**src/design/ulpm_cfg.svh**
```systemverilog
/*
 * Constants of the link power management status logic: register offsets,
 * field positions, reset values and timing figures.
 * Assumes inclusion by bare name from the package and the design modules.
 */
`ifndef ULPM_CFG_SVH
`define ULPM_CFG_SVH

// ------------------------------------------------------------
// register offsets (byte addresses, one 32-bit word each)
// ------------------------------------------------------------
`define ULPM_ADDR_W 8
`define ULPM_OFS_CTRL 8'h00
`define ULPM_OFS_CMD 8'h04
`define ULPM_OFS_STATUS 8'h08
`define ULPM_OFS_IEN 8'h0C
`define ULPM_OFS_ENDPOINT 8'h10
`define ULPM_OFS_LINKSTATE 8'h14
`define ULPM_OFS_RWAKE 8'h18

// ------------------------------------------------------------
// control register fields
// ------------------------------------------------------------
`define ULPM_CTRL_HOST 0
`define ULPM_CTRL_RESP_EN 1
`define ULPM_CTRL_RWAKE 2
`define ULPM_CTRL_LS_LO 4
`define ULPM_CTRL_EP_LO 8
`define ULPM_CTRL_ADDR_LO 12
`define ULPM_CTRL_RTIME_LO 20
`define ULPM_CTRL_RESET 32'h0000_1010

// ------------------------------------------------------------
// command register bits (write only, self clearing)
// ------------------------------------------------------------
`define ULPM_CMD_SEND 0
`define ULPM_CMD_WAKE 1

// ------------------------------------------------------------
// event flag positions, shared by status and enable
// ------------------------------------------------------------
`define ULPM_NFLAGS 6
`define ULPM_FLG_FAULT 0
`define ULPM_FLG_WAKEUP 1
`define ULPM_FLG_UNFIN 2
`define ULPM_FLG_ACCEPT 3
`define ULPM_FLG_DEFER 4
`define ULPM_FLG_REFUSE 5

// ------------------------------------------------------------
// link values and timing
// ------------------------------------------------------------
`define ULPM_SLEEP_LINK_STATE 4'h1
`define ULPM_MAX_ATTEMPTS 2'h3
`define ULPM_CLK_PERIOD_NS 8
`define ULPM_RES_BASE_US 50
`define ULPM_RES_STEP_US 75
`define ULPM_RES_BASE_CYC ((`ULPM_RES_BASE_US * 1000) / `ULPM_CLK_PERIOD_NS)
`define ULPM_RES_STEP_CYC ((`ULPM_RES_STEP_US * 1000) / `ULPM_CLK_PERIOD_NS)
`define ULPM_RES_CNT_W 18

`endif

```
**src/design/ulpm_pkg.sv**
```systemverilog
/*
 * Types of the link power management status logic.
 * Assumes ulpm_cfg.svh on the include path.
 */
`include "ulpm_cfg.svh"

package ulpm_pkg;

	typedef enum logic [2:0]
	{
		ULPM_HRSP_ACK = 3'h0,
		ULPM_HRSP_NYET = 3'h1,
		ULPM_HRSP_STALL = 3'h2,
		ULPM_HRSP_TIMEOUT = 3'h3,
		ULPM_HRSP_BITERR = 3'h4
	} ulpm_host_resp_t;

	typedef enum logic [1:0]
	{
		ULPM_DRSP_ACK = 2'h0,
		ULPM_DRSP_NYET = 2'h1,
		ULPM_DRSP_STALL = 2'h2
	} ulpm_dev_resp_t;

	typedef enum logic [1:0]
	{
		ULPM_H_IDLE = 2'h0,
		ULPM_H_WAIT = 2'h1,
		ULPM_H_SLEEP = 2'h2,
		ULPM_H_RESUME = 2'h3
	} ulpm_host_state_t;

endpackage

```
**src/design/ulpm_flag_if.sv**
```systemverilog
/*
 * Carrier between the control logic and the event flag bank.
 * Assumes both ends run on the same clock.
 */
`timescale 1ns/10ps
`include "ulpm_cfg.svh"

interface ulpm_flag_if;
	logic [`ULPM_NFLAGS-1:0] set;
	logic clr;
	logic [`ULPM_NFLAGS-1:0] mask;
	logic [`ULPM_NFLAGS-1:0] flags;
	logic irq;

	modport ctl (output set, output clr, output mask, input flags, input irq);
	modport bank (input set, input clr, input mask, output flags, output irq);
endinterface

```
**src/design/ulpm_status.sv**
```systemverilog
/*
 * Link power management status logic of a dual role USB controller:
 * register port, host request sequencer, device responder, event flags.
 * Assumes link inputs synchronous to i_core_clk and single-cycle strobes.
 */
`timescale 1ns/10ps
`include "ulpm_cfg.svh"

// Behaviour
// RL1 - device: endpoint field holds endpoint 0..7 of last received request
// RL2 - host: endpoint field holds endpoint of the last request sent
// RL3 - host: three failed attempts by timeout or bit error set the unfinished flag
// RL4 - host: bus error while sending a request sets the fault flag
// RL5 - host: ACK, NYET or STALL answer sets accepted, deferred or refused flag
// RL6 - both modes: leaving the low power state sets the wakeup flag
// RL7 - device: unsupported link state is stalled, faulted, and still captured
// RL8 - device: pending transmit data gives NYET and the unfinished flag; with response disabled the code sets the deferred flag instead
// RL9 - device: acknowledging a request enters suspend and sets the accepted flag
// RL10 - device: response disabled gives NYET and the deferred flag
// RL11 - device: every stalled request sets the refused flag
// RL12 - each flag reaches the interrupt only while its enable bit is set
// RL13 - reading status clears all flags; later events remain
// RL14 - host: configured link state is sent in every request
// RL15 - device: link state field captures last request, acknowledged or stalled
// RL16 - host: remote wake bit reflects setting sent in requests
// RL17 - device: remote wake bit captures permission of last received request
// RL18 - device: entering sleep clears the response enable
// RL19 - host: resume drive lasts 50us plus 75us steps, up to 1175us
// RL20 - host: request targets device address 1..127 and an endpoint
// RL21 - six flags sit at fixed distinct positions in status and enable
module ulpm_status
	import ulpm_pkg::*;
#(
	parameter int P_RES_BASE_CYC = `ULPM_RES_BASE_CYC,
	parameter int P_RES_STEP_CYC = `ULPM_RES_STEP_CYC
)
(
	input wire logic i_core_clk,
	input wire logic i_rst_n,
	input wire logic [`ULPM_ADDR_W-1:0] i_addr,
	input wire logic [31:0] i_wdata,
	input wire logic i_wr,
	input wire logic i_rd,
	output logic [31:0] o_rdata,
	output logic o_irq,
	input wire logic i_rx_lpm_valid,
	input wire logic [2:0] i_rx_endpoint_index,
	input wire logic [3:0] i_rx_link_state,
	input wire logic i_rx_remote_wake,
	input wire logic i_tx_fifo_pending,
	output logic o_dev_resp_valid,
	output ulpm_dev_resp_t o_dev_resp,
	output logic o_dev_remote_wake,
	input wire logic i_bus_resume,
	output logic o_host_lpm_req,
	output logic [6:0] o_host_dev_addr,
	output logic [2:0] o_host_endpoint_index,
	output logic [3:0] o_host_link_state,
	output logic o_host_remote_wake,
	input wire logic i_host_resp_valid,
	input wire ulpm_host_resp_t i_host_resp,
	input wire logic i_host_bus_err,
	output logic o_resume_drive,
	output logic o_lpm_sleep
);

	// ------------------------------------------------------------
	// register port decode
	// ------------------------------------------------------------
	logic [31:0] ctrl_r;
	logic [`ULPM_NFLAGS-1:0] ien_r;
	logic [31:0] rdata_r;
	logic [31:0] rdata_nxt;
	logic wr_ctrl;
	logic wr_cmd;
	logic wr_ien;
	logic rd_status;
	logic host_mode;
	logic cmd_send;
	logic cmd_wake;

	assign wr_ctrl = i_wr && (i_addr == `ULPM_OFS_CTRL);
	assign wr_cmd = i_wr && (i_addr == `ULPM_OFS_CMD);
	assign wr_ien = i_wr && (i_addr == `ULPM_OFS_IEN);
	assign rd_status = i_rd && (i_addr == `ULPM_OFS_STATUS);
	assign host_mode = ctrl_r[`ULPM_CTRL_HOST];
	assign cmd_send = wr_cmd && i_wdata[`ULPM_CMD_SEND];
	assign cmd_wake = wr_cmd && i_wdata[`ULPM_CMD_WAKE];

	// ------------------------------------------------------------
	// host configuration fields
	// ------------------------------------------------------------
	logic [3:0] cfg_link_state;
	logic [2:0] cfg_endpoint;
	logic [6:0] cfg_dev_addr;
	logic [3:0] cfg_rtime;
	logic cfg_rwake;
	logic [31:0] ctrl_wr_val;

	assign cfg_link_state = ctrl_r[`ULPM_CTRL_LS_LO +: 4];
	assign cfg_endpoint = ctrl_r[`ULPM_CTRL_EP_LO +: 3];
	assign cfg_dev_addr = ctrl_r[`ULPM_CTRL_ADDR_LO +: 7];
	assign cfg_rtime = ctrl_r[`ULPM_CTRL_RTIME_LO +: 4];
	assign cfg_rwake = ctrl_r[`ULPM_CTRL_RWAKE];
	// only implemented fields are kept; address 0 is not a valid target
	assign ctrl_wr_val = {8'h00, i_wdata[`ULPM_CTRL_RTIME_LO +: 4], 1'b0,
		(i_wdata[`ULPM_CTRL_ADDR_LO +: 7] == 7'h00) ? cfg_dev_addr : i_wdata[`ULPM_CTRL_ADDR_LO +: 7], // [RL20]
		1'b0, i_wdata[`ULPM_CTRL_EP_LO +: 3], i_wdata[`ULPM_CTRL_LS_LO +: 4], 1'b0,
		i_wdata[2:0]};

	// ------------------------------------------------------------
	// device responder
	// ------------------------------------------------------------
	logic dev_rx;
	logic ls_bad;
	logic dev_stall;
	logic dev_nyet_off;
	logic dev_nyet_busy;
	logic dev_ack;
	logic dev_wake;
	logic dev_sleep_r;
	logic [2:0] rx_ep_r;
	logic [3:0] rx_ls_r;
	logic rx_rwake_r;
	logic dev_resp_valid_r;
	ulpm_dev_resp_t dev_resp_r;
	ulpm_dev_resp_t dev_resp_nxt;
	logic dev_rwake_r;

	assign dev_rx = i_rx_lpm_valid && !host_mode && !dev_sleep_r;
	assign ls_bad = i_rx_link_state != `ULPM_SLEEP_LINK_STATE;
	assign dev_stall = dev_rx && ls_bad; // [RL7] [RL11]
	assign dev_nyet_off = dev_rx && !ls_bad && !ctrl_r[`ULPM_CTRL_RESP_EN]; // [RL10]
	assign dev_nyet_busy = dev_rx && !ls_bad && ctrl_r[`ULPM_CTRL_RESP_EN] && i_tx_fifo_pending; // [RL8]
	assign dev_ack = dev_rx && !ls_bad && ctrl_r[`ULPM_CTRL_RESP_EN] && !i_tx_fifo_pending; // [RL9]
	assign dev_wake = !host_mode && dev_sleep_r && i_bus_resume;
	assign dev_resp_nxt = dev_stall ? ULPM_DRSP_STALL : (dev_ack ? ULPM_DRSP_ACK : ULPM_DRSP_NYET);

	always_ff @(posedge i_core_clk or negedge i_rst_n)
	begin
		if (!i_rst_n)
		begin
			rx_ep_r <= 3'h0;
			rx_ls_r <= 4'h0;
			rx_rwake_r <= 1'b0;
		end
		else if (dev_rx)
		begin
			rx_ep_r <= i_rx_endpoint_index; // [RL1]
			rx_ls_r <= i_rx_link_state; // [RL15]
			rx_rwake_r <= i_rx_remote_wake; // [RL17]
		end
	end

	always_ff @(posedge i_core_clk or negedge i_rst_n)
	begin
		if (!i_rst_n)
		begin
			dev_sleep_r <= 1'b0;
			dev_resp_valid_r <= 1'b0;
			dev_resp_r <= ULPM_DRSP_NYET;
			dev_rwake_r <= 1'b0;
		end
		else
		begin
			dev_sleep_r <= dev_ack || (dev_sleep_r && !dev_wake && !host_mode); // [RL9]
			dev_resp_valid_r <= dev_rx;
			dev_resp_r <= dev_rx ? dev_resp_nxt : dev_resp_r;
			dev_rwake_r <= cmd_wake && !host_mode && dev_sleep_r && rx_rwake_r;
		end
	end

	// ------------------------------------------------------------
	// host request sequencer
	// ------------------------------------------------------------
	ulpm_host_state_t hst_r;
	ulpm_host_state_t hst_nxt;
	logic [1:0] tries_r;
	logic [1:0] tries_nxt;
	logic req_r;
	logic req_nxt;
	logic [`ULPM_RES_CNT_W-1:0] rcnt_r;
	logic [`ULPM_RES_CNT_W-1:0] rcnt_nxt;
	logic [`ULPM_RES_CNT_W-1:0] res_load;
	logic [2:0] sent_ep_r;
	logic h_rsp;
	logic h_retry;
	logic [`ULPM_NFLAGS-1:0] h_set;

	// resume length: base plus one step per code, 50us..1175us
	assign res_load = `ULPM_RES_CNT_W'(P_RES_BASE_CYC + P_RES_STEP_CYC * int'(cfg_rtime)); // [RL19]
	assign h_rsp = (hst_r == ULPM_H_WAIT) && i_host_resp_valid && !i_host_bus_err;
	assign h_retry = h_rsp && ((i_host_resp == ULPM_HRSP_TIMEOUT) || (i_host_resp == ULPM_HRSP_BITERR));

	always_comb
	begin
		hst_nxt = hst_r;
		tries_nxt = tries_r;
		req_nxt = 1'b0;
		rcnt_nxt = rcnt_r;
		h_set = '0;
		case (hst_r)
			ULPM_H_IDLE:
			begin
				if (host_mode && cmd_send)
				begin
					hst_nxt = ULPM_H_WAIT;
					tries_nxt = 2'h1;
					req_nxt = 1'b1;
				end
			end
			ULPM_H_WAIT:
			begin
				if (i_host_bus_err)
				begin
					h_set[`ULPM_FLG_FAULT] = 1'b1; // [RL4]
					hst_nxt = ULPM_H_IDLE;
				end
				else if (h_retry)
				begin
					if (tries_r == `ULPM_MAX_ATTEMPTS)
					begin
						h_set[`ULPM_FLG_UNFIN] = 1'b1; // [RL3]
						hst_nxt = ULPM_H_IDLE;
					end
					else
					begin
						tries_nxt = tries_r + 2'h1;
						req_nxt = 1'b1;
					end
				end
				else if (h_rsp)
				begin
					hst_nxt = ULPM_H_IDLE;
					case (i_host_resp)
						ULPM_HRSP_ACK:
						begin
							h_set[`ULPM_FLG_ACCEPT] = 1'b1; // [RL5]
							hst_nxt = ULPM_H_SLEEP;
						end
						ULPM_HRSP_NYET: h_set[`ULPM_FLG_DEFER] = 1'b1; // [RL5]
						ULPM_HRSP_STALL: h_set[`ULPM_FLG_REFUSE] = 1'b1; // [RL5]
						default: h_set = '0;
					endcase
				end
			end
			ULPM_H_SLEEP:
			begin
				if (cmd_wake)
				begin
					hst_nxt = ULPM_H_RESUME;
					rcnt_nxt = res_load;
				end
				else if (i_bus_resume)
				begin
					// partner woke the link itself
					h_set[`ULPM_FLG_WAKEUP] = 1'b1; // [RL6]
					hst_nxt = ULPM_H_IDLE;
				end
			end
			ULPM_H_RESUME:
			begin
				rcnt_nxt = rcnt_r - `ULPM_RES_CNT_W'(1);
				if (rcnt_r == `ULPM_RES_CNT_W'(1))
				begin
					h_set[`ULPM_FLG_WAKEUP] = 1'b1; // [RL6]
					hst_nxt = ULPM_H_IDLE;
				end
			end
			default: hst_nxt = ULPM_H_IDLE;
		endcase
		if (!host_mode)
		begin
			// leaving host mode abandons any sequence
			hst_nxt = ULPM_H_IDLE;
			req_nxt = 1'b0;
			h_set = '0;
		end
	end

	always_ff @(posedge i_core_clk or negedge i_rst_n)
	begin
		if (!i_rst_n)
		begin
			hst_r <= ULPM_H_IDLE;
			tries_r <= 2'h0;
			req_r <= 1'b0;
			rcnt_r <= '0;
			sent_ep_r <= 3'h0;
		end
		else
		begin
			hst_r <= hst_nxt;
			tries_r <= tries_nxt;
			req_r <= req_nxt;
			rcnt_r <= rcnt_nxt;
			sent_ep_r <= req_nxt ? cfg_endpoint : sent_ep_r; // [RL2]
		end
	end

	// ------------------------------------------------------------
	// control registers
	// ------------------------------------------------------------
	always_ff @(posedge i_core_clk or negedge i_rst_n)
	begin
		if (!i_rst_n)
			ctrl_r <= `ULPM_CTRL_RESET;
		else if (wr_ctrl)
			ctrl_r <= ctrl_wr_val & ~(32'(dev_ack) << `ULPM_CTRL_RESP_EN); // [RL18]
		else if (dev_ack)
			ctrl_r[`ULPM_CTRL_RESP_EN] <= 1'b0; // [RL18]
	end

	always_ff @(posedge i_core_clk or negedge i_rst_n)
	begin
		if (!i_rst_n)
			ien_r <= '0;
		else if (wr_ien)
			ien_r <= i_wdata[`ULPM_NFLAGS-1:0]; // [RL21]
	end

	// ------------------------------------------------------------
	// event flags
	// ------------------------------------------------------------
	ulpm_flag_if fl ();
	logic [`ULPM_NFLAGS-1:0] dev_set;

	assign dev_set[`ULPM_FLG_FAULT] = dev_stall; // [RL7]
	assign dev_set[`ULPM_FLG_WAKEUP] = dev_wake; // [RL6]
	assign dev_set[`ULPM_FLG_UNFIN] = dev_nyet_busy; // [RL8]
	assign dev_set[`ULPM_FLG_ACCEPT] = dev_ack; // [RL9]
	assign dev_set[`ULPM_FLG_DEFER] = dev_nyet_off; // [RL10]
	assign dev_set[`ULPM_FLG_REFUSE] = dev_stall; // [RL11]

	assign fl.set = dev_set | h_set;
	assign fl.clr = rd_status; // [RL13]
	assign fl.mask = ien_r; // [RL12]

	ulpm_flag_bank u_flags (
		.i_core_clk(i_core_clk),
		.i_rst_n(i_rst_n),
		.fl(fl.bank)
	);

	// ------------------------------------------------------------
	// read path
	// ------------------------------------------------------------
	logic [2:0] ep_view;
	logic [3:0] ls_view;
	logic rw_view;

	assign ep_view = host_mode ? sent_ep_r : rx_ep_r;
	assign ls_view = host_mode ? cfg_link_state : rx_ls_r; // [RL14] [RL15]
	assign rw_view = host_mode ? cfg_rwake : rx_rwake_r; // [RL16] [RL17]

	always_comb
	begin
		case (i_addr)
			`ULPM_OFS_CTRL: rdata_nxt = ctrl_r;
			`ULPM_OFS_STATUS: rdata_nxt = {26'h0, fl.flags};
			`ULPM_OFS_IEN: rdata_nxt = {26'h0, ien_r};
			`ULPM_OFS_ENDPOINT: rdata_nxt = {29'h0, ep_view}; // [RL1] [RL2]
			`ULPM_OFS_LINKSTATE: rdata_nxt = {28'h0, ls_view};
			`ULPM_OFS_RWAKE: rdata_nxt = {31'h0, rw_view};
			default: rdata_nxt = 32'h0000_0000;
		endcase
	end

	always_ff @(posedge i_core_clk or negedge i_rst_n)
	begin
		if (!i_rst_n)
			rdata_r <= 32'h0000_0000;
		else
			rdata_r <= i_rd ? rdata_nxt : 32'h0000_0000;
	end

	// ------------------------------------------------------------
	// outputs
	// ------------------------------------------------------------
	assign o_rdata = rdata_r;
	assign o_irq = fl.irq;
	assign o_dev_resp_valid = dev_resp_valid_r;
	assign o_dev_resp = dev_resp_r;
	assign o_dev_remote_wake = dev_rwake_r;
	assign o_host_lpm_req = req_r;
	assign o_host_dev_addr = cfg_dev_addr; // [RL20]
	assign o_host_endpoint_index = sent_ep_r;
	assign o_host_link_state = cfg_link_state; // [RL14]
	assign o_host_remote_wake = cfg_rwake; // [RL16]
	assign o_resume_drive = hst_r == ULPM_H_RESUME;
	assign o_lpm_sleep = dev_sleep_r || (hst_r == ULPM_H_SLEEP) || (hst_r == ULPM_H_RESUME);

endmodule // ulpm_status

```
**src/design/ulpm_flag_bank.sv**
```systemverilog
/*
 * Sticky event flags, cleared as a group, gated by a mask onto one request.
 * Assumes set and clear pulses synchronous to i_core_clk.
 */
`timescale 1ns/10ps

module ulpm_flag_bank
	import ulpm_pkg::*;
(
	input wire logic i_core_clk,
	input wire logic i_rst_n,
	ulpm_flag_if.bank fl
);

	logic [$bits(fl.flags)-1:0] flags_r;
	logic [$bits(fl.flags)-1:0] flags_nxt;

	// a new event in the clearing cycle survives
	assign flags_nxt = (fl.clr ? '0 : flags_r) | fl.set; // [RL13]

	always_ff @(posedge i_core_clk or negedge i_rst_n)
	begin
		if (!i_rst_n)
			flags_r <= '0;
		else
			flags_r <= flags_nxt;
	end

	assign fl.flags = flags_r;
	assign fl.irq = |(flags_r & fl.mask); // [RL12]

endmodule // ulpm_flag_bank

```
**config.mk**
```make
export PLATFORM = sky130hd
export DESIGN_NAME = ulpm_status
export DESIGN_NICKNAME = d
export VERILOG_FILES = /design/src/design/ulpm_pkg.sv /design/src/design/ulpm_flag_if.sv /design/src/design/ulpm_status.sv /design/src/design/ulpm_flag_bank.sv
export VERILOG_INCLUDE_DIRS = /design/src /design/src/design
export SDC_FILE = /design/constraint.sdc
export NUM_CORES = 1
export LEC_CHECK = 0
export BUFFER_PORTS_ARGS = -buffer_cell sky130_fd_sc_hd__buf_2
export CORE_ASPECT_RATIO = 0.7
export CORE_MARGIN = 2
export CORE_UTILIZATION = 45
export DETAILED_ROUTE_END_ITERATION = 8
export PLACE_DENSITY = 0.67
export REMOVE_ABC_BUFFERS = 1
export SETUP_SLACK_MARGIN = 0.1
export SKIP_CTS_REPAIR_TIMING = 1
export SLEW_MARGIN = 25
export SYNTH_ARGS = -nofsm -noshare
export SYNTH_HDL_FRONTEND = slang
export SYNTH_SLANG_ARGS = --single-unit
```
**constraint.sdc**
```tcl
create_clock -name i_core_clk -period 5.1 [get_ports i_core_clk]
set_input_delay 1.02 -clock i_core_clk [delete_from_list [all_inputs] [get_ports i_core_clk]]
set_output_delay 1.02 -clock i_core_clk [all_outputs]
set_load 0.01 [all_outputs]
```
==> impl_metrics.py, run 1 <==
metrics = {
    "run_status": {
        "status": "finished, final reports clean",
    },
    "synth": {
        "synth-edff-count": 0,
        "yosysTopAreaCellShare_pct": 39.38,
        "synthTopCellsByCount": "91 x dfrtp_1, 39 x nand2_1, 35 x inv_1, 31 x ha_1, 29 x mux2_2",
        "yosysWarningCount": 0,
        "synth_area_leader_cell": "dfrtp_1",
        "netlist_area_mm2": 0.005783,
        "ys_async_sr_fraction_pct": 100.0,
        "avgSynthCellArea_um2": 10.04,
        "yosysMostFrequentCell": "dfrtp_1",
        "syn_inst": 576,
        "synth-seq-cells": 94,
        "synth_cell_types": 71,
        "ys.flop_type": "dfrtp_1",
        "synthTopCellsByArea": "dfrtp_1 39%, ha_1 6.7%, mux2_2 5.6%",
        "synth-seq-area-share_pct": 40.74,
    },
    "critical_path": {
        "reg2reg_slack_ns": 0.97,
        "critPathArrivalTime_ns": 4.36,
        "path_cells": "inv_1, ha_1, fa_1, fa_1, fa_1, nand2b_1, a21oi_1, o21ai_0, xnor2_1, a221o_1",
        "path_class": "flop to flop",
        "path_buf_inv": 1,
        "cp_common_cell": "fa_1",
        "slowest_stage": "dfrtp_1",
        "startpoint_type": "flop",
        "critPathTopFamily": "adder cells",
        "max_stage_delay_ns": 0.63,
        "cp_max_fo": 11,
        "cp.required_ns": 5.33,
        "crit_path_end_kind": "flop",
    },
    "sta": {
        "rsz0062_at_grt": "false",
        "setup_viol": 0,
        "slew_headroom_pct": 33.60,
        "finalHoldViolCount": 0,
        "max_freq_mhz": 242.4,
        "final.setup.tns_ns": 0,
        "slew_viol_final": 0,
        "max_slew.worst_pin.slew_ns": 0.9822,
        "fin_crit_ns": 4.126,
        "fin_ws_ns": 0.9744,
        "finClkSkew_ns": 0.005583,
        "post-route-period-util_pct": 80.89,
    },
    "route": {
        "drt-vias-per-instance": 5.857,
        "totalWireLength_um": 15030,
        "wl_per_cell_um": 18.42,
        "drtIter0Drc": 428,
        "ant_nets": 0,
        "drc": 0,
        "drtPass1Iterations": 4,
        "num_vias": 4779,
    },
    "grt": {
        "met1_usage_pct": 34.82,
        "grt_pass1_wl_um": 24160,
        "grt_remaining_overflow": 0,
        "antenna_found_initial": 0,
        "grt_max_degree": 50,
        "grtUsageMet2_pct": 29.34,
        "use_met3_pct": 6.657,
        "track_usage_pct": 22.20,
        "grt_busiest_layer": "met1",
        "grt_pass1_vias": 4502,
    },
    "clock_network": {
        "cts_root_buffer": "clkbuf_16",
        "cts-buffers-inserted": 9,
        "clk_pin_slew_ns": 0.07,
        "cts_buffer_depth": 2,
        "htreeDepth": 3,
        "cts.sinks": 94,
        "insertion_delay_ns": 0.35,
        "cts_tree": "built",
    },
    "floorplan": {
        "ioPinCount": 115,
        "die_area_mm2": 0.01379,
        "start_util_pct": 46.40,
        "die_w_um": 139.5,
        "rows": 34,
        "core_mm2": 0.01246,
        "dieHeight_um": 98.85,
    },
    "finish": {
        "nFillCells": 1144,
        "area_growth_pct": 13.18,
        "antenna_cells": 0,
        "drive_above_1_share_pct": 24.62,
        "utilization_pct": 52.51,
        "postLayoutCellArea_mm2": 0.006545,
        "final_nets": 747,
    },
    "placed_design": {
        "preCtsSetupSlack_ns": 1.105,
        "placed_area_mm2": 0.006252,
        "port_buffers": 94,
        "dpl.hpwl_um": 11360,
        "gp_routability_congestion": 0.9475,
    },
    "power_and_ir_drop": {
        "ir_worst_vdd_uv": 154.1,
        "pwr_density_cell_mw_per_mm2": 297.9,
        "p_leak_nw": 3.103,
    },
    "hold_path": {
        "hold_path.class": "flop to flop",
    },
    "run": {
        "drv_cap": 0,
    },
}
where the power goes:
group / switching [W] / internal, W / total (W)
Clock: 0.000320 / 0.000343 / 0.000662
Combinational: 0.000289 / 0.000193 / 0.000483
Sequential: 0.0000327 / 0.000772 / 0.000805
through the flow:
| stage | total power, W | hold slack (ns) | cells |
|---|---|---|---|
| floorplan | 0.001133 | 0.4513 | 542 |
| CTS | 0.001956 | 0.4961 | 816 |
| global route | 0.002064 | 0.5257 | 816 |
| detailed placement | 0.001295 | 0.4848 | 800 |
| finish | 0.001950 | 0.4919 | 816 |
| global placement | 0.001279 | 0.4708 | 800 |
routing by layer:
metal / share of wire, % / vias up
met3: 8.4 / 18
met1: 50 / 2321
met5: 0 / -
li1: - / 2226
met4: 1.2 / 0
met2: 40 / 214
sequential cells by signal (all words and copies together) (netlist names):
name                   flops
o_host_lpm_req             1
o_dev_resp                 2
o_host_endpoint_index      3
rx_ls_r                    4
rcnt_r                    18
tries_r                    2
rx_rwake_r                 1
rx_ep_r                    3
ctrl_r                    21
o_dev_resp_valid           1
o_dev_remote_wake          1
hst_r                      2
fl.mask                    6
o_rdata                   22
dev_sleep_r                1
u_flags.fl.flags           6
worst reg2reg max path, delay by kind of cell (launching register included):
| kind | cells | cell delay [ns] |
|---|---|---|
| fa+ha+maj | 4 | 1.90 |
| xor+xnor | 1 | 0.19 |
| flops | 1 | 0.63 |
| buf+inv | 1 | 0.19 |
| compound gates | 3 | 0.88 |
| simple gates | 1 | 0.20 |
cell families after synthesis:
logic type | share of synthesized area [%]
compound gates | 16.18
xor+xnor | 1.060
fa+ha+maj | 9.130
buf+inv | 6.880
flops | 40.74
mux | 7.984
other cells | 0.06484
simple gates | 17.96
layout make-up:
cell class	instances	area [µm²]	share of cell area (%)
multi-input cells	413	3074	46.97
clock inverters	7	67.56	1.032
repair buffers	96	488.0	7.456
inverters	35	131.4	2.007
well taps	162	202.7	3.097
flip-flops and latches	94	2356	36.00
clock buffers	9	225.2	3.441
cells in the final DEF, fill, tap and decap left out, types with 9 or more instances in the layout:
cell type | netlist | routed
a211oi_1 | 13 | 13
a21oi_1 | 16 | 16
a22oi_1 | 9 | 9
and2_1 | 22 | 22
and3_1 | 11 | 11
buf_2 | 3 | 93
clkbuf_16 | 0 | 9
conb_1 | 1 | 10
dfrtp_1 | 91 | 91
ha_1 | 31 | 31
inv_1 | 35 | 35
mux2_2 | 29 | 29
nand2_1 | 39 | 39
nand3_1 | 19 | 19
nand4_1 | 9 | 9
nor2_1 | 28 | 28
nor3_1 | 16 | 16
o21ai_0 | 24 | 24
worst paths after layout:
| check | start | to | depth (start not counted) |
|---|---|---|---|
| min in group asynchronous | i_rst_n | u_flags.fl.flags[4] | 1 |
| max | ctrl_r[22] | rcnt_r[12] | 10 |
| min | o_dev_resp[0] | o_dev_resp[0] | 2 |
| max in group asynchronous | i_rst_n | ctrl_r[23] | 2 |
| min reg2reg | o_dev_resp[0] | o_dev_resp[0] | 2 |
| max reg2reg | ctrl_r[22] | rcnt_r[12] | 10 |
Note: power is estimated with default switching activity, not from simulation.
==> inputs of run 2 (changes only) <==
- clock period: 5.1 -> 4.1 ns (I/O delays scaled with it)
==> impl_metrics.py, run 2 (synthesized netlist as in run 1, its figures left out) <==
metrics = {
    "route": {
        "ant_nets": 0,
        "drtIter0Drc": 460,
        "drtPass1Iterations": 7,
        "drt-vias-per-instance": 5.798,
        "drc": 0,
        "wl_per_cell_um": 18.44,
        "num_vias": 4772,
        "totalWireLength_um": 15180,
    },
    "placed_design": {
        "port_buffers": 94,
        "placed_area_mm2": 0.006299,
        "gp_routability_congestion": 0.9595,
        "preCtsSetupSlack_ns": 0.4186,
        "dpl.hpwl_um": 11590,
    },
    "critical_path": {
        "path_cells": "buf_4, fa_1, inv_1, fa_1, inv_1, ha_1, ha_1, o21ai_0, o31ai_1, o2111a_1, o2111ai_1, a31oi_1",
        "reg2reg_slack_ns": 0.37,
        "startpoint": "ctrl_r[22]",
        "cp_max_fo": 10,
        "reg2reg_to": "rcnt_r[17]",
        "critPathTopFamily": "adder cells",
        "crit_path_end_kind": "flop",
        "startpoint_type": "flop",
        "r2r_cells": 12,
        "slowest_stage": "o31ai_1",
        "cp.required_ns": 4.37,
        "reg2reg_from": "ctrl_r[22]",
        "critPathArrivalTime_ns": 4.00,
        "max_stage_delay_ns": 0.53,
        "path_buf_inv": 3,
        "path_class": "flop to flop",
    },
    "run": {
        "drv_cap": 0,
    },
    "finish": {
        "nFillCells": 1146,
        "largest_register_ffs": 22,
        "mostFrequentLayoutCells": "93 x buf_2, 91 x dfrtp_1, 39 x nand2_1",
        "drive_above_1_share_pct": 25.57,
        "final_nets": 754,
        "antenna_cells": 0,
        "final_common_cell": "buf_2",
        "area_growth_pct": 14.52,
        "postLayoutCellArea_mm2": 0.006623,
    },
    "sta": {
        "post-route-period-util_pct": 90.93,
        "slew_headroom_pct": 46.96,
        "hold_ws_ns": 0.4061,
        "final.setup.tns_ns": 0,
        "finalHoldViolCount": 0,
        "max_freq_mhz": 268.2,
        "slew_viol_final": 0,
        "fin_ws_ns": 0.3720,
        "finClkSkew_ns": 0.008472,
        "max_slew.worst_pin.slew_ns": 0.7956,
        "rsz0062_at_grt": "false",
        "fin_crit_ns": 3.728,
        "setup_viol": 0,
    },
    "grt": {
        "grt_remaining_overflow": 0,
        "grt_pass1_vias": 4591,
        "grt_pass1_wl_um": 24610,
        "track_usage_pct": 22.66,
        "grt_max_degree": 41,
        "antenna_found_initial": 0,
    },
    "clock_network": {
        "insertion_delay_ns": 0.36,
        "cts.sinks": 94,
        "cts_buffer_depth": 2,
        "cts_root_buffer": "clkbuf_16",
        "cts_tree": "built",
        "htreeDepth": 3,
        "clk_pin_slew_ns": 0.08,
        "cts-buffers-inserted": 9,
    },
    "floorplan": {
        "die_w_um": 139.5,
        "ioPinCount": 115,
        "rows": 34,
        "dieHeight_um": 98.85,
        "die_area_mm2": 0.01379,
        "start_util_pct": 46.40,
        "core_mm2": 0.01246,
    },
    "power_and_ir_drop": {
        "ir_worst_vdd_uv": 237.1,
        "internal-power_w": 0.001644,
        "clkPwrFrac_pct": 35.0,
        "power.share.switching_pct": 33.38,
        "total_power_w": 0.002467,
        "combPwrFrac_pct": 24.8,
        "p_seq_share_pct": 40.2,
        "pwr_density_cell_mw_per_mm2": 372.5,
        "switching_power_w": 0.0008234,
        "p_leak_nw": 3.150,
    },
    "run_status": {
        "status": "finished, final reports clean",
    },
    "hold_path": {
        "hold_path.class": "input pin to async pin",
    },
}
-- run 2: area by class of cell --
| type | instances | area [µm²] | share of cell area, % |
|---|---|---|---|
| flip-flops and latches | 94 | 2356 | 35.58 |
| multi-input cells | 413 | 3080 | 46.51 |
| clock inverters | 7 | 86.33 | 1.304 |
| inverters | 35 | 131.4 | 1.984 |
| well taps | 162 | 202.7 | 3.061 |
| repair buffers | 103 | 540.5 | 8.162 |
| clock buffers | 9 | 225.2 | 3.401 |
-- run 2: metal layers --
layer	part of all wire, %	GRT usage (%)	wire (µm)	vias up
li1	-	-	-	2238
met1	48	34.28	7288	2311
met2	42	32.20	6300	205
met3	9.4	6.171	1425	18
met4	1.1	5.361	164	0
met5	0	0	0	-
-- run 2: how the worst max path moves through the flow --
| stage | to | slack, ns | depth (start not counted) |
|---|---|---|---|
| 2_1_floorplan | rcnt_r[13] | 0.54 | 11 |
| 3_3_place_gp | rcnt_r[13] | 0.52 | 11 |
| 3_5_place_dp | rcnt_r[17] | 0.42 | 12 |
| 4_1_cts | rcnt_r[17] | 0.39 | 12 |
| 5_1_grt | rcnt_r[13] | 0.17 | 11 |
| 6_report | rcnt_r[17] | 0.37 | 12 |
-- run 2: power by group through the flow --
stage / Sequential [W] / Clock, W / Combinational (W)
after global routing: 0.000997 / 0.000918 / 0.000684
after floorplan: 0.00101 / 0 / 0.000401
after CTS: 0.000992 / 0.000876 / 0.000607
after global placement: 0.00101 / 0 / 0.000586
final: 0.000992 / 0.000863 / 0.000612
after detailed placement: 0.00101 / 0 / 0.000603
-- run 2: stage by stage --
stage               util [%]  cells
finish                 53.13    823
global route           53.13    823
CTS                    53.03    823
detailed placement     50.53    807
global placement       50.53    807
floorplan                  -    542
==> inputs of run 3 (changes only) <==
- CORE_MARGIN: 2 -> 5
- GPL_TIMING_DRIVEN: unset -> 0
==> impl_metrics.py, run 3 (synthesized netlist as in run 1, its figures left out) <==
metrics = {
    "critical_path": {
        "cp.required_ns": 4.32,
        "critPathArrivalTime_ns": 3.97,
        "r2r_cells": 10,
        "critPathTopFamily": "adder cells",
        "reg2reg_to": "rcnt_r[12]",
        "path_buf_inv": 1,
        "path_cells": "inv_1, ha_1, fa_1, fa_1, fa_1, nand2b_1, a21oi_1, o21ai_0, xnor2_1, a221o_1",
        "startpoint_type": "flop",
        "path_class": "flop to flop",
        "cp_num_cells": 10,
        "cp_common_cell": "fa_1",
        "crit_end": "rcnt_r[12]",
        "slowest_stage": "fa_1",
        "max_stage_delay_ns": 0.53,
        "reg2reg_from": "ctrl_r[23]",
        "crit_path_end_kind": "flop",
        "startpoint": "ctrl_r[23]",
        "reg2reg_slack_ns": 0.35,
        "cp_max_fo": 10,
    },
    "finish": {
        "area_growth_pct": 14.28,
        "antenna_cells": 0,
        "postLayoutCellArea_mm2": 0.006609,
        "final_nets": 750,
        "final_common_cell": "buf_2",
        "mostFrequentLayoutCells": "93 x buf_2, 89 x dfrtp_1, 39 x nand2_1",
        "drive_above_1_share_pct": 25.72,
        "nFillCells": 1133,
        "largest_register_ffs": 22,
    },
    "floorplan": {
        "rows": 34,
        "die_area_mm2": 0.01525,
        "start_util_pct": 46.24,
        "die_w_um": 145.5,
        "core_mm2": 0.01251,
        "ioPinCount": 115,
        "dieHeight_um": 104.8,
    },
    "power_and_ir_drop": {
        "pwr_density_cell_mw_per_mm2": 372.0,
        "p_leak_nw": 3.133,
        "total_power_w": 0.002458,
        "ir_worst_vdd_uv": 227.8,
    },
    "sta": {
        "post-route-period-util_pct": 91.38,
        "finClkSkew_ns": 0.009503,
        "hold_ws_ns": 0.3859,
        "finalHoldViolCount": 0,
        "slew_viol_final": 0,
        "fin_crit_ns": 3.746,
        "max_slew.worst_pin.slew_ns": 1.042,
        "rsz0062_at_grt": "false",
        "slew_headroom_pct": 29.56,
        "max_freq_mhz": 266.9,
        "setup_viol": 0,
    },
    "clock_network": {
        "cts_tree": "built",
        "cts.sinks": 94,
        "cts_buffer_depth": 2,
        "cts-buffers-inserted": 9,
        "clk_pin_slew_ns": 0.07,
        "htreeDepth": 3,
        "cts_root_buffer": "clkbuf_16",
        "insertion_delay_ns": 0.35,
    },
    "grt": {
        "grt_pass1_vias": 4617,
        "grt_max_degree": 54,
        "track_usage_pct": 19.52,
        "grt_pass1_wl_um": 24430,
        "antenna_found_initial": 0,
        "grt_remaining_overflow": 0,
    },
    "run_status": {
        "status": "finished, final reports clean",
    },
    "route": {
        "drtPass1Iterations": 5,
        "wl_per_cell_um": 18.05,
        "drc": 0,
        "ant_nets": 0,
        "drt-vias-per-instance": 5.806,
        "num_vias": 4755,
        "drtIter0Drc": 365,
        "totalWireLength_um": 14790,
    },
    "placed_design": {
        "placed_area_mm2": 0.006271,
        "gp_routability_congestion": 0.8857,
        "dpl.hpwl_um": 11200,
        "port_buffers": 94,
    },
    "hold_path": {
        "hold_path.class": "input pin to async pin",
    },
    "run": {
        "drv_cap": 0,
    },
}
[run 3: cell types whose count changed in the layout (fill, tap and decap cells not counted), moves of 2 or more]
cell      delta
buf_4        -6
dfrtp_1      -2
dfrtp_2      +2
clkinv_8     -2
inv_8        +2
inv_6        -2
[run 3: cell type report]
cell class / instances / area (µm²) / area share, %
repair buffers: 99 / 534.3 / 8.084
clock buffers: 9 / 225.2 / 3.408
well taps: 162 / 202.7 / 3.067
clock inverters: 7 / 75.07 / 1.136
inverters: 35 / 131.4 / 1.988
multi-input cells: 413 / 3082 / 46.63
flip-flops and latches: 94 / 2359 / 35.69
[run 3: report_power, final]
part | internal [W] | switching, W | total, W
registers | 0.000960 | 0.0000374 | 0.000998
logic | 0.000250 | 0.000367 | 0.000617
clock network | 0.000433 | 0.000411 | 0.000844
[run 3: how the worst min path moves through the flow]
| stage | to | slack, ns | cells after the start |
|---|---|---|---|
| 6_report | u_flags.fl.flags[4] | 0.39 | 1 |
| 5_1_grt | rcnt_r[3] | 0.41 | 1 |
| 4_1_cts | rcnt_r[3] | 0.40 | 1 |
| 3_5_place_dp | tries_r[0] | 0.48 | 1 |
| 3_3_place_gp | tries_r[0] | 0.46 | 1 |
| 2_1_floorplan | tries_r[0] | 0.45 | 1 |
[run 3: metrics by stage]
stage               setup slack [ns]  util, %  TNS (ns)  instances
finish                        0.3536    52.84         0        819
global route                  0.1068    52.84         0        819
CTS                          -0.1186    52.54   -0.1186        816
detailed placement          -0.08529    50.14  -0.08529        800
global placement            -0.01450    49.76  -0.01450        798
floorplan                     0.5375        -         0        542
[run 3: routing by layer]
metal	track usage, %	vias to the layer above	share of wire [%]
met3	5.625	16	9.7
met4	3.728	0	1.1
li1	-	2235	-
met1	30.06	2310	49
met5	0	-	0
met2	27.34	194	41
